## src/pwm_pkg.sv

```systemverilog
// Shared constants for the PWM unit: register map, fields, reset values, timing
package pwm_pkg;

  // APB address width and register indices (byte address is four times the index)
  localparam int ADDR_W = 12;
  localparam logic [7:0] IDX_GLOBAL_IRQ_CONTROL = 8'h0b;
  localparam logic [7:0] IDX_PERIPHERAL_FLAGS = 8'h0c;
  localparam logic [7:0] IDX_TIMEBASE_COUNT = 8'h11;
  localparam logic [7:0] IDX_TIMEBASE_CONTROL = 8'h12;
  localparam logic [7:0] IDX_DUTY_REQUEST_LOW = 8'h15;
  localparam logic [7:0] IDX_DUTY_ACTIVE_HIGH = 8'h16;
  localparam logic [7:0] IDX_UNIT_CONTROL = 8'h17;
  localparam logic [7:0] IDX_PORT_DIRECTION = 8'h86;
  localparam logic [7:0] IDX_PERIPHERAL_IRQ_ENABLES = 8'h8c;
  localparam logic [7:0] IDX_PERIOD_LIMIT = 8'h92;

  // Reset values
  localparam logic [7:0] RST_ZERO = 8'h00;
  localparam logic [7:0] RST_PERIOD_LIMIT = 8'hff;
  localparam logic [7:0] RST_PORT_DIRECTION = 8'hff;

  // Field positions
  localparam int MATCH_FLAG_BIT = 1;
  localparam int RUN_BIT = 2;
  localparam int PRESCALE_LSB = 0;
  localparam int POSTSCALE_LSB = 3;
  localparam int DUTY_LSB_FIELD = 4;
  localparam int PIN_DIR_BIT = 3;
  localparam logic [3:0] MODE_OFF = 4'h0;
  localparam logic [1:0] MODE_PWM_TOP = 2'h3;

  // Timing: oscillator period and quarter phases per timebase increment
  localparam int TOSC_NS = 20;
  localparam int QUARTERS = 4;
  localparam int DIV_W = 6;
  localparam logic [2:0] SHIFT_PS1 = 3'h0;
  localparam logic [2:0] SHIFT_PS4 = 3'h2;
  localparam logic [2:0] SHIFT_PS16 = 3'h4;

endpackage

```

## src/pwm_pin_stage.sv

```systemverilog
// PWM output latch: set on period rollover, cleared on duty match or when off
`timescale 1ns/1ps
module pwm_pin_stage (
  input wire logic mclk,
  input wire logic sys_rst,
  input wire logic enable,
  input wire logic rollover,
  input wire logic dutyZero,
  input wire logic clearMatch,
  output logic pin
);

  typedef struct packed {
    logic pin;
  } pin_state_t;

  pin_state_t st_r;
  pin_state_t st_nxt;

  // Off forces low, rollover sets unless duty is zero, match clears
  always_comb begin
    st_nxt = st_r;
    if (!enable) begin
      st_nxt.pin = 1'b0;
    end else if (rollover) begin
      st_nxt.pin = !dutyZero;
    end else if (clearMatch) begin
      st_nxt.pin = 1'b0;
    end
  end

  always_ff @(posedge mclk) begin
    if (sys_rst) begin
      st_r <= '0;
    end else begin
      st_r <= st_nxt;
    end
  end

  assign pin = st_r.pin;

endmodule

```

## src/pwm_prescaler.sv

```systemverilog
// Timebase divider: quarter phase and 1/4/16 prescale, gives tick, step and phase
`timescale 1ns/1ps
module pwm_prescaler #(
  parameter int DIV_W = pwm_pkg::DIV_W
) (
  input wire logic mclk,
  input wire logic sys_rst,
  input wire logic run,
  input wire logic clr,
  input wire logic [1:0] sel,
  output logic tick,
  output logic step,
  output logic [1:0] phase
);

  typedef struct packed {
    logic [DIV_W-1:0] div;
  } div_state_t;

  div_state_t st_r;
  div_state_t st_nxt;
  logic [2:0] shift;
  logic [DIV_W-1:0] mask;
  logic [DIV_W-1:0] last;

  // Ratio select decode
  always_comb begin
    case (sel)
      2'b00: shift = pwm_pkg::SHIFT_PS1;
      2'b01: shift = pwm_pkg::SHIFT_PS4;
      default: shift = pwm_pkg::SHIFT_PS16;
    endcase
    mask = DIV_W'((1 << shift) - 1);
    last = DIV_W'((pwm_pkg::QUARTERS << shift) - 1);
    tick = run && (st_r.div >= last);
    step = run && ((st_r.div & mask) == mask);
    phase = 2'(st_r.div >> shift);
  end

  // Divider advances only while running, restarts on clear
  always_comb begin
    st_nxt = st_r;
    if (clr) begin
      st_nxt.div = '0;
    end else if (tick) begin
      st_nxt.div = '0;
    end else if (run) begin
      st_nxt.div = DIV_W'(st_r.div + 1'b1);
    end
  end

  always_ff @(posedge mclk) begin
    if (sys_rst) begin
      st_r <= '0;
    end else begin
      st_r <= st_nxt;
    end
  end

endmodule

```

## src/pwm_unit.sv

```systemverilog
// Double-buffered 10-bit PWM unit with timebase and APB register slave
//
// Behaviour
// - Period is (limit+1) x 4 x prescale clocks
// - Count equal to limit clears on increment
// - Rollover sets pin unless duty is zero
// - Rollover copies pending duty into active duty
// - Postscale field never alters PWM period
// - Duty is low byte plus control bits 5:4
// - High time is duty x prescale clocks
// - Duty writes act only after next rollover
// - Active duty read-only while in PWM mode
// - Active duty held in register plus latch
// - Pin clears when extended count meets duty
// - Duty beyond period keeps pin high throughout
// - Prescale ratios are 1, 4 and 16
// - Mode zero switches unit off and resets
// - Cleared control forces output latch low
`timescale 1ns/1ps
module pwm_unit (
  input wire logic mclk,
  input wire logic sys_rst,
  input wire logic psel,
  input wire logic penable,
  input wire logic pwrite,
  input wire logic [pwm_pkg::ADDR_W-1:0] paddr,
  input wire logic [31:0] pwdata,
  output logic [31:0] prdata,
  output logic pready,
  output logic pslverr,
  output logic pwmPin,
  output logic pwmPinOe
);

  typedef struct packed {
    logic [7:0] irqCtl;
    logic matchFlag;
    logic [7:0] count;
    logic [6:0] tbCtl;
    logic [7:0] dutyReq;
    logic [7:0] dutyAct;
    logic [1:0] dutyLat;
    logic [5:0] unitCtl;
    logic [7:0] portDir;
    logic [7:0] irqEn;
    logic [7:0] period;
    logic pready;
    logic pslverr;
    logic [31:0] prdata;
    logic pinOe;
  } unit_state_t;

  unit_state_t st_r;
  unit_state_t st_nxt;

  // Prescaler and pin stage hookup
  logic tick;
  logic step;
  logic [1:0] phase;
  logic pinQ;
  logic clrDiv;
  logic pinEnable;
  logic tbWrap;
  logic clearMatch;
  logic dutyZero;

  // Bus decode
  logic access;
  logic done;
  logic wr;
  logic [8:0] rdSel;
  logic [7:0] wIdx;
  logic [7:0] wByte;

  // Mode and duty views
  logic pwmMode;
  logic periodHit;
  logic [9:0] dutyReqFull;
  logic [9:0] dutyActFull;
  logic [9:0] extNext;

  // Word address to register index, valid only when aligned and in range
  function automatic logic [8:0] addrIndex(input logic [pwm_pkg::ADDR_W-1:0] a);
    logic ok;
    ok = (a[1:0] == 2'b00) && (a[pwm_pkg::ADDR_W-1:10] == '0);
    return {ok, a[9:2]};
  endfunction

  // Read value of one register; top bit says whether it exists
  function automatic logic [8:0] readByte(input unit_state_t s, input logic [8:0] ai);
    logic [8:0] r;
    r = {1'b0, pwm_pkg::RST_ZERO};
    if (ai[8]) begin
      case (ai[7:0])
        pwm_pkg::IDX_GLOBAL_IRQ_CONTROL: r = {1'b1, s.irqCtl};
        pwm_pkg::IDX_PERIPHERAL_FLAGS: begin
          r = {1'b1, pwm_pkg::RST_ZERO};
          r[pwm_pkg::MATCH_FLAG_BIT] = s.matchFlag;
        end
        pwm_pkg::IDX_TIMEBASE_COUNT: r = {1'b1, s.count};
        pwm_pkg::IDX_TIMEBASE_CONTROL: r = {2'b10, s.tbCtl};
        pwm_pkg::IDX_DUTY_REQUEST_LOW: r = {1'b1, s.dutyReq};
        pwm_pkg::IDX_DUTY_ACTIVE_HIGH: r = {1'b1, s.dutyAct};
        pwm_pkg::IDX_UNIT_CONTROL: r = {3'b100, s.unitCtl};
        pwm_pkg::IDX_PORT_DIRECTION: r = {1'b1, s.portDir};
        pwm_pkg::IDX_PERIPHERAL_IRQ_ENABLES: r = {1'b1, s.irqEn};
        pwm_pkg::IDX_PERIOD_LIMIT: r = {1'b1, s.period};
        default: r = {1'b0, pwm_pkg::RST_ZERO};
      endcase
    end
    return r;
  endfunction

  // APB phases: answer comes one cycle into the access phase
  assign access = psel && penable && !st_r.pready;
  assign done = psel && penable && st_r.pready;
  assign rdSel = readByte(st_r, addrIndex(paddr));
  assign wr = done && pwrite && rdSel[8];
  assign wIdx = paddr[9:2];
  assign wByte = pwdata[7:0];

  assign pwmMode = st_r.unitCtl[3:2] == pwm_pkg::MODE_PWM_TOP;

  assign dutyReqFull = {st_r.dutyReq, st_r.unitCtl[pwm_pkg::DUTY_LSB_FIELD +: 2]};
  assign dutyActFull = {st_r.dutyAct, st_r.dutyLat};
  assign dutyZero = dutyReqFull == '0;

  assign periodHit = st_r.count == st_r.period;
  assign tbWrap = tick && periodHit;

  // high time counts duty in prescaled quarters
  // next extended count compared with active duty
  assign extNext = 10'({st_r.count, phase} + 10'h001);

  // a duty beyond the period never produces a match
  assign clearMatch = step && !tbWrap && (extNext == dutyActFull);

  // Divider restarts when software rewrites the count or its control
  assign clrDiv = wr && ((wIdx == pwm_pkg::IDX_TIMEBASE_COUNT)
    || (wIdx == pwm_pkg::IDX_TIMEBASE_CONTROL));

  // output stage follows the mode being written this cycle
  assign pinEnable = st_nxt.unitCtl[3:2] == pwm_pkg::MODE_PWM_TOP;

  pwm_prescaler #(
    .DIV_W(pwm_pkg::DIV_W)
  ) u_prescaler (
    .mclk(mclk),
    .sys_rst(sys_rst),
    .run(st_r.tbCtl[pwm_pkg::RUN_BIT]),
    .clr(clrDiv),
    .sel(st_r.tbCtl[pwm_pkg::PRESCALE_LSB +: 2]),
    .tick(tick),
    .step(step),
    .phase(phase)
  );

  // pin set at rollover, cleared at match
  pwm_pin_stage u_pin_stage (
    .mclk(mclk),
    .sys_rst(sys_rst),
    .enable(pinEnable),
    .rollover(tbWrap),
    .dutyZero(dutyZero),
    .clearMatch(clearMatch),
    .pin(pinQ)
  );

  // Next state of the whole unit
  always_comb begin
    st_nxt = st_r;

    // Bus answer, registered so outputs come from flops
    st_nxt.pready = access;
    st_nxt.pslverr = access && !rdSel[8];
    if (access) begin
      st_nxt.prdata = {24'h00_0000, rdSel[7:0]};
    end

    // count steps on each divider tick
    if (tick) begin
      if (periodHit) begin
        st_nxt.count = pwm_pkg::RST_ZERO;
      end else begin
        st_nxt.count = 8'(st_r.count + 8'h01);
      end
    end

    if (tbWrap && pwmMode) begin
      // high byte plus hidden two-bit latch
      st_nxt.dutyAct = st_r.dutyReq;
      st_nxt.dutyLat = st_r.unitCtl[pwm_pkg::DUTY_LSB_FIELD +: 2];
    end

    // Register writes at the completing APB edge
    if (wr) begin
      case (wIdx)
        pwm_pkg::IDX_GLOBAL_IRQ_CONTROL: st_nxt.irqCtl = wByte;
        pwm_pkg::IDX_PERIPHERAL_FLAGS: st_nxt.matchFlag = wByte[pwm_pkg::MATCH_FLAG_BIT];
        pwm_pkg::IDX_TIMEBASE_COUNT: st_nxt.count = wByte;
        pwm_pkg::IDX_TIMEBASE_CONTROL: st_nxt.tbCtl = wByte[6:0];
        pwm_pkg::IDX_DUTY_REQUEST_LOW: st_nxt.dutyReq = wByte;
        pwm_pkg::IDX_DUTY_ACTIVE_HIGH: begin
          if (!pwmMode) begin
            st_nxt.dutyAct = wByte;
          end
        end
        pwm_pkg::IDX_UNIT_CONTROL: begin
          st_nxt.unitCtl = wByte[5:0];
          if (wByte[3:0] == pwm_pkg::MODE_OFF) begin
            st_nxt.dutyAct = pwm_pkg::RST_ZERO;
            st_nxt.dutyLat = 2'b00;
          end
        end
        pwm_pkg::IDX_PORT_DIRECTION: st_nxt.portDir = wByte;
        pwm_pkg::IDX_PERIPHERAL_IRQ_ENABLES: st_nxt.irqEn = wByte;
        pwm_pkg::IDX_PERIOD_LIMIT: st_nxt.period = wByte;
        default: st_nxt.irqCtl = st_r.irqCtl;
      endcase
    end

    // match flag set, winning over a same-cycle clear
    if (tbWrap) begin
      st_nxt.matchFlag = 1'b1;
    end

    // Pin driven while its direction bit is clear
    st_nxt.pinOe = !st_nxt.portDir[pwm_pkg::PIN_DIR_BIT];
  end

  // State register with synchronous reset
  always_ff @(posedge mclk) begin
    if (sys_rst) begin
      st_r <= '0;
      st_r.period <= pwm_pkg::RST_PERIOD_LIMIT;
      st_r.portDir <= pwm_pkg::RST_PORT_DIRECTION;
    end else begin
      st_r <= st_nxt;
    end
  end

  // Outputs straight from flops
  assign prdata = st_r.prdata;
  assign pready = st_r.pready;
  assign pslverr = st_r.pslverr;
  assign pwmPin = pinQ;
  assign pwmPinOe = st_r.pinOe;

endmodule

```

## config.mk

```make
export PLATFORM = sky130hd
export DESIGN_NAME = pwm_unit
export DESIGN_NICKNAME = d
export VERILOG_FILES = /design/src/pwm_pkg.sv /design/src/pwm_pin_stage.sv /design/src/pwm_prescaler.sv /design/src/pwm_unit.sv
export SDC_FILE = /design/constraint.sdc
export NUM_CORES = 1
export LEC_CHECK = 0
export ABC_CLOCK_PERIOD_IN_PS = 5210
export BUFFER_PORTS_ARGS = -buffer_cell sky130_fd_sc_hd__buf_2
export CAP_MARGIN = 20
export CORE_AREA = 10 10 135 137
export CTS_BUF_LIST = sky130_fd_sc_hd__clkbuf_8
export CTS_CLUSTER_DIAMETER = 50
export DETAILED_ROUTE_END_ITERATION = 8
export DIE_AREA = 0 0 145 147
export PLACE_DENSITY = 0.55
export SLEW_MARGIN = 20
export SYNTH_ARGS = -nofsm -noshare
export SYNTH_HDL_FRONTEND = slang
export SYNTH_SLANG_ARGS = --single-unit
```

## constraint.sdc

```tcl
create_clock -name mclk -period 5.21 [get_ports mclk]
set_input_delay 0 -clock mclk [delete_from_list [all_inputs] [get_ports mclk]]
set_output_delay 0 -clock mclk [all_outputs]
set_load 0.1 [all_outputs]
```

==> results of run 1 <==
-- state kept, by name, summed over array words and instances, names as in the netlist --
signal	flops
pslverr	1
pwmPinOe	1
u_pin_stage.pin	1
pready	1
u_prescaler.st_r	6
st_r	52
prdata	8
dutyActFull	10
dutyReqFull	10
-- cells in the final DEF (no fill, tap or decap), types with 4 or more instances in the layout --
cell type,instances
a211o_1,9
a211o_2,6
a211oi_1,11
a21oi_1,15
a221oi_1,5
a22o_1,4
a22oi_1,18
a31oi_1,5
and2_1,5
buf_2,36
buf_4,4
clkbuf_8,10
conb_1,24
dfxtp_1,90
dlygate4sd3_1,4
ha_1,5
inv_1,7
mux2_2,5
mux2i_1,66
nand2_1,34
nand3_1,5
nand4_1,6
nor2_1,71
nor2b_1,23
nor3_1,9
nor3b_1,5
o21ai_0,25
o22ai_1,7
xnor2_1,18
xor2_1,4
-- through the flow --
step                 util  hold slack [ns]  total power [mW]
floorplan               -            0.189             0.841
global placement    0.346            0.373             0.851
detailed placement  0.346            0.376             0.852
global route        0.362           0.0185              1.41
CTS                 0.362          0.00210              1.37
finish              0.362           0.0156              1.35
-- what timing repair did --
item | 4_1_cts | 5_1_grt
hold endpoints to repair | 7 | 0
hold buffers | 4 | 0
setup endpoints to repair | 0 | 0
-- power by group through the flow --
stage,registers [mW],logic (mW),clock network [mW]
3_5_place_dp,0.704,0.148,0
4_1_cts,0.688,0.150,0.528
3_3_place_gp,0.704,0.147,0
2_1_floorplan,0.709,0.132,0
6_report,0.688,0.151,0.515
5_1_grt,0.689,0.158,0.560
-- cell type report --
| class | instances | area (um2) | area share |
|---|---|---|---|
| inverters | 7 | 26.3 | 0.00465 |
| clock inverters | 6 | 73.8 | 0.0131 |
| clock buffers | 10 | 138 | 0.0244 |
| repair buffers | 44 | 250 | 0.0443 |
| multi-input cells | 449 | 3090 | 0.547 |
| flip-flops and latches | 90 | 1800 | 0.319 |
| well taps | 216 | 270 | 0.0478 |
-- routing by layer --
metal | up-vias | share of wire | global-route usage
met5 | - | 0 | 0
met4 | 0 | 0.021 | 0.0582
met3 | 25 | 0.058 | 0.0292
met2 | 140 | 0.46 | 0.214
met1 | 2100 | 0.46 | 0.180
li1 | 2110 | - | -
-- cell families after synthesis --
family | after synthesis | synth area share
compound gates | 131 | 0.185
xor+xnor | 22 | 0.0363
fa+ha+maj | 5 | 0.0118
buf+inv | 87 | 0.0955
flops | 90 | 0.340
mux | 71 | 0.135
other cells | 1 | 0.000707
simple gates | 196 | 0.196
-- final timing paths --
path,start,endpoint,slack (ns)
setup reg to reg,st_r[90]$_SDFF_PP0_,dutyActFull[6]$_SDFF_PP0_,2.19
setup / recovery,st_r[90]$_SDFF_PP0_,dutyActFull[6]$_SDFF_PP0_,2.19
hold reg to reg,prdata[2]$_SDFFE_PP0P_,prdata[2]$_SDFFE_PP0P_,0.46
hold / removal,pwdata[0],dutyActFull[2]$_SDFF_PP0_,0.02
-- worst register-to-register path, delay by kind of cell (launching register included) --
kind	cells	cell delay, ns
mux	1	0.26
flops	1	0.59
compound gates	1	0.31
xor+xnor	1	0.21
simple gates	3	1.55
==> out/metrics.csv, run 1 <==
stage,metric,value,unit
run_status,status,"finished, final reports clean",
synth,Synth Flop Type,dfxtp_1,
floorplan,num rows,46,
min_path,hold path cells,3,
global_routing,Overall Global Routing Usage,0.137,
setup_path,Setup crit start kind,flop,
place,DP Wirelength,10.6,mm
clocking,Num Clock Sinks,90,
global_routing,largest net degree at the start of global routing,51,
route,Iteration-0 DRC Markers,350,
power_and_ir_drop,sequential power share,0.508,
run,max_cap viols,0,
floorplan,Die W,145,um
power_and_ir_drop,Pint,0.950,mW
timing,final setup vio count,0,
floorplan,die extent in y,147,um
layout,Final Cell Area,5650,um2
route,DR WL/cell,17.7,um
synth,asr flop ratio synth,0,
floorplan,Core Box Area,15600,um2
floorplan,I/O pin count,85,
synth,Synth Instances,603,
place,pre-CTS setup slack,2.20,ns
synth,"count leader, synth",dfxtp_1,
synth,Synth area leader,dfxtp_1,
route,vias per cell,5.32,
route,Final ANT Viol Nets,0,
timing,unrepaired setup endpoints after global routing,no,
layout,layout cells sized above 1,0.142,
synth,register bit total from synthesis,90,
synth,Synth warnings,0,
setup_path,Levels on crit path,6,
floorplan,Starting Density,0.340,
clocking,H-tree levels,3,
setup_path,WP data required,5.50,ns
clocking,Worst-Skew Late Latency,0.38,ns
place,routability congestion estimate,0.841,
route,Pre-antenna DRT Iters,5,
setup_path,Worst path max stage delay,0.69,ns
min_path,hold crit path type,in -> reg,
clocking,CTS tree,yes,
clocking,clk slew on worst S/H paths,0.10,ns
synth,Area contributors post-synth,"dfxtp_1, mux2i_1, nor2_1",
power_and_ir_drop,VDD IR-drop max,0.142,mV
clocking,Inserted Clock Buffers,9,
timing,worst slew pin tran,0.923,ns
layout,fin nets,655,
setup_path,CP bufs+invs,0,
synth,"Avg Cell Area, Syn",8.80,um2
global_routing,initial antenna violation count,0,
setup_path,Worst path slowest cell,nand3_1,
power_and_ir_drop,PwrDens,240,nW/um2
place,placed cells,802,
timing,Worst Clk Skew,0.0110,ns
route,DRT Wirelength,14.5,mm
clocking,CTS Root Cell,clkbuf_8,
place,I/O Buffers,36,
timing,setup TNS,0,ns
global_routing,vias in the first global route,4286,
power_and_ir_drop,Sw Share,0.298,
route,DR DRC count,0,
synth,Commonest cells post-synth,"dfxtp_1, nor2_1, mux2i_1, buf_4, nand2_1",
layout,Ant. Diodes,0,
timing,Max Slew Vio Count,0,
power_and_ir_drop,P_leak,2.08,nW
clocking,post-CTS setup buffers,0,
place,placed cell area,5400,um2
setup_path,"Critical Path, Cell by Cell","xnor2_1, nand4_1, nor2_1, nand3_1, mux2i_1, a221oi_1",
timing,Tcrit/Tclk final,0.580,
power_and_ir_drop,Switching Power,0.403,mW
clocking,post_cts resized,0,
route,total number of vias,4375,
timing,final hold vios,0,
global_routing,GRT overflow,0,
setup_path,Setup CP Type,reg -> reg,
synth,post-synthesis sequential area ratio,0.340,
layout,area grow syn2layout,6.49,%
synth,top cell type's share of synthesized area,0.340,
power_and_ir_drop,combinational group share of total power,0.111,
timing,f_max,0.331,GHz
synth,synth unique cells,71,
timing,Worst Slack Setup Final,2.19,ns
power_and_ir_drop,Clock Power Share,0.380,
setup_path,R2R depth,6,
timing,Slew headroom,0.385,
setup_path,peak fanout along the critical path,11,
layout,Fill cells,1627,
setup_path,critical path endpoint category,flop,
clocking,CTS Buffer Depth,2,
floorplan,Die ar.,21300,um2
setup_path,Top Family by Delay on Critical Path,simple AND/OR/NAND/NOR gates,
global_routing,global-route wire length before repair,24.0,mm
setup_path,CP arrival,3.31,ns
timing,Tmin final,3.02,ns
layout,Non-Filler Instances,822,
synth,Syn Std Cell Area,5310,um2
synth,"EDFF count, synth",0,
Note: power is estimated with default switching activity, not from simulation.
==> run 2: changes to the inputs <==
- ABC_CLOCK_PERIOD_IN_PS: 5210 -> 3070
- clock period: 5.21 -> 3.07 ns (I/O delays scaled with it)
==> out/metrics.csv, run 2 (synthesized netlist as in run 1, its figures left out) <==
stage,metric,value,unit,change
run_status,status,"finished, final reports clean",,
clocking,Inserted Clock Buffers,9,,unchanged
route,DR WL/cell,17.8,um,+1.0%
timing,Max Slew Vio Count,0,,unchanged
timing,Tmin final,2.67,ns,-0.349 ns
timing,setup TNS,0,ns,unchanged
timing,Slew headroom,0.481,,+0.0966
place,pre-CTS setup slack,0.420,ns,-1.78 ns
route,total number of vias,4440,,+1.5%
setup_path,worst setup path endpoint,u_pin_stage.pin$_SDFFE_PP0P_,,
setup_path,crit path launch,st_r[83]$_SDFFE_PP0P_,,
floorplan,Starting Density,0.340,,unchanged
power_and_ir_drop,VDD IR-drop max,0.187,mV,+32%
clocking,post-CTS setup buffers,0,,unchanged
floorplan,die extent in y,147,um,unchanged
setup_path,Setup CP Type,reg -> reg,,
global_routing,global-route wire length before repair,23.8,mm,-0.80%
layout,area grow syn2layout,8.42,%,
clocking,H-tree levels,3,,unchanged
clocking,Num Clock Sinks,90,,unchanged
layout,"commonest non-fill, non-tap cell in the layout",dfxtp_1,,
route,Pre-antenna DRT Iters,5,,unchanged
clocking,CTS Root Cell,clkbuf_8,,
setup_path,reg2reg end,u_pin_stage.pin$_SDFFE_PP0P_,,
clocking,CTS tree,yes,,
timing,final hold vios,0,,unchanged
clocking,CTS Buffer Depth,2,,unchanged
floorplan,Die ar.,21300,um2,unchanged
global_routing,vias in the first global route,4280,,-0.14%
clocking,Worst-Skew Late Latency,0.40,ns,+0.02 ns
floorplan,Core Box Area,15600,um2,unchanged
setup_path,Setup crit start kind,flop,,
route,Final ANT Viol Nets,0,,unchanged
min_path,hold crit path type,in -> reg,,
layout,fin nets,669,,+2.1%
timing,f_max,0.374,GHz,+13%
setup_path,R2R depth,9,,+3
timing,worst slew pin tran,0.772,ns,-0.151 ns
layout,max reg flops,52,,unchanged
timing,Tcrit/Tclk final,0.870,,+0.290
setup_path,WP data required,3.35,ns,-2.15 ns
global_routing,largest net degree at the start of global routing,38,,-25%
layout,Non-Filler Instances,835,,+1.6%
route,DR DRC count,0,,unchanged
floorplan,I/O pin count,85,,unchanged
timing,Worst Slack Setup Final,0.398,ns,-1.79 ns
route,DRT Wirelength,14.9,mm,+2.6%
power_and_ir_drop,PwrDens,399,nW/um2,+66%
global_routing,Overall Global Routing Usage,0.138,,+0.000779
layout,final core occ,0.369,,+0.00658
global_routing,GRT overflow,0,,unchanged
setup_path,FF-to-FF Start,st_r[83]$_SDFFE_PP0P_,,
global_routing,initial antenna violation count,0,,unchanged
run,max_cap viols,0,,unchanged
setup_path,reg-to-reg setup timing slack,0.40,ns,-1.79 ns
place,placed cells,813,,+1.4%
place,DP Wirelength,10.9,mm,+2.6%
layout,most frequent cells in the layout,"dfxtp_1, nor2_1, mux2i_1",,
timing,final setup vio count,0,,unchanged
clocking,clk slew on worst S/H paths,0.09,ns,about the same
route,vias per cell,5.32,,about the same
place,routability congestion estimate,0.819,,-2.6%
layout,layout cells sized above 1,0.155,,+0.0132
setup_path,peak fanout along the critical path,7,,-4
timing,unrepaired setup endpoints after global routing,no,,
floorplan,num rows,46,,unchanged
layout,most flop-heavy register,st_r,,
power_and_ir_drop,P_leak,2.14,nW,+2.8%
place,I/O Buffers,36,,unchanged
route,Iteration-0 DRC Markers,410,,+17%
power_and_ir_drop,"Power, Total",2.29,mW,+69%
layout,Ant. Diodes,0,,unchanged
timing,Worst Clk Skew,0.0154,ns,+0.00443 ns
setup_path,CP arrival,2.95,ns,-0.36 ns
floorplan,Die W,145,um,unchanged
setup_path,critical path endpoint category,flop,,
-- run 2: cell types whose count changed in the layout (fill, tap and decap cells not counted), sizes merged --
cell / change
dlygate4sd3: +3
clkinv: -1
inv: -1
buf: +11
clkinvlp: +1
-- run 2: timing repair --
action                                 4_1_cts  5_1_grt
gates resized for setup                      0        0
endpoints found under the hold margin       17        0
hold buffers                                 7        0
-- run 2: cell type report --
type / instances / area [um2]
inverter: 7 / 26.3
timing repair buffer: 58 / 363
sequential: 90 / 1800
multi-input combinational: 449 / 3090
clock inverter: 5 / 63.8
tap: 216 / 270
clock buffer: 10 / 138
fill: 1580 / 9850
-- run 2: metal layers --
| layer | track usage | wire, um | up-vias | part of all wire |
|---|---|---|---|---|
| met4 | 0.0638 | 364 | 0 | 0.024 |
| met5 | 0 | 0 | - | 0 |
| met1 | 0.177 | 6760 | 2141 | 0.45 |
| met2 | 0.215 | 6950 | 138 | 0.47 |
| li1 | - | - | 2133 | - |
| met3 | 0.0329 | 820 | 28 | 0.055 |
-- run 2: power by group --
group | switching [mW] | internal [mW]
clock network | 0.463 | 0.400
registers | 0.000393 | 1.17
logic | 0.220 | 0.0420
-- run 2: worst min path at each step --
stage / start / to / cells past startpoint
after global routing: pwdata[3] / dutyActFull[5]$_SDFF_PP0_ / 2
after floorplan: sys_rst / dutyActFull[4]$_SDFF_PP0_ / 2
after global placement: pwdata[6] / dutyActFull[8]$_SDFF_PP0_ / 3
after CTS: pwdata[4] / dutyActFull[6]$_SDFF_PP0_ / 3
after detailed placement: pwdata[6] / st_r[41]$_SDFFE_PP1P_ / 2
final: pwdata[4] / dutyActFull[6]$_SDFF_PP0_ / 3
-- run 2: worst max-delay path, stage by stage, from the launching register on --
cell,delay (ns)
dfxtp_1,0.45
nor2b_1,0.08
a211oi_1,0.49
nor2_1,0.13
ha_1,0.31
xnor2_1,0.14
nand4_1,0.11
nor4b_1,0.33
o2111ai_1,0.20
o41a_1,0.33
-- run 2: stage by stage --
stage,area (um2),hold WS (ns)
floorplan,5390,0.189
global placement,5480,0.364
detailed placement,5480,0.372
CTS,5750,0.00000966
global route,5750,0.0275
finish,5750,0.0101
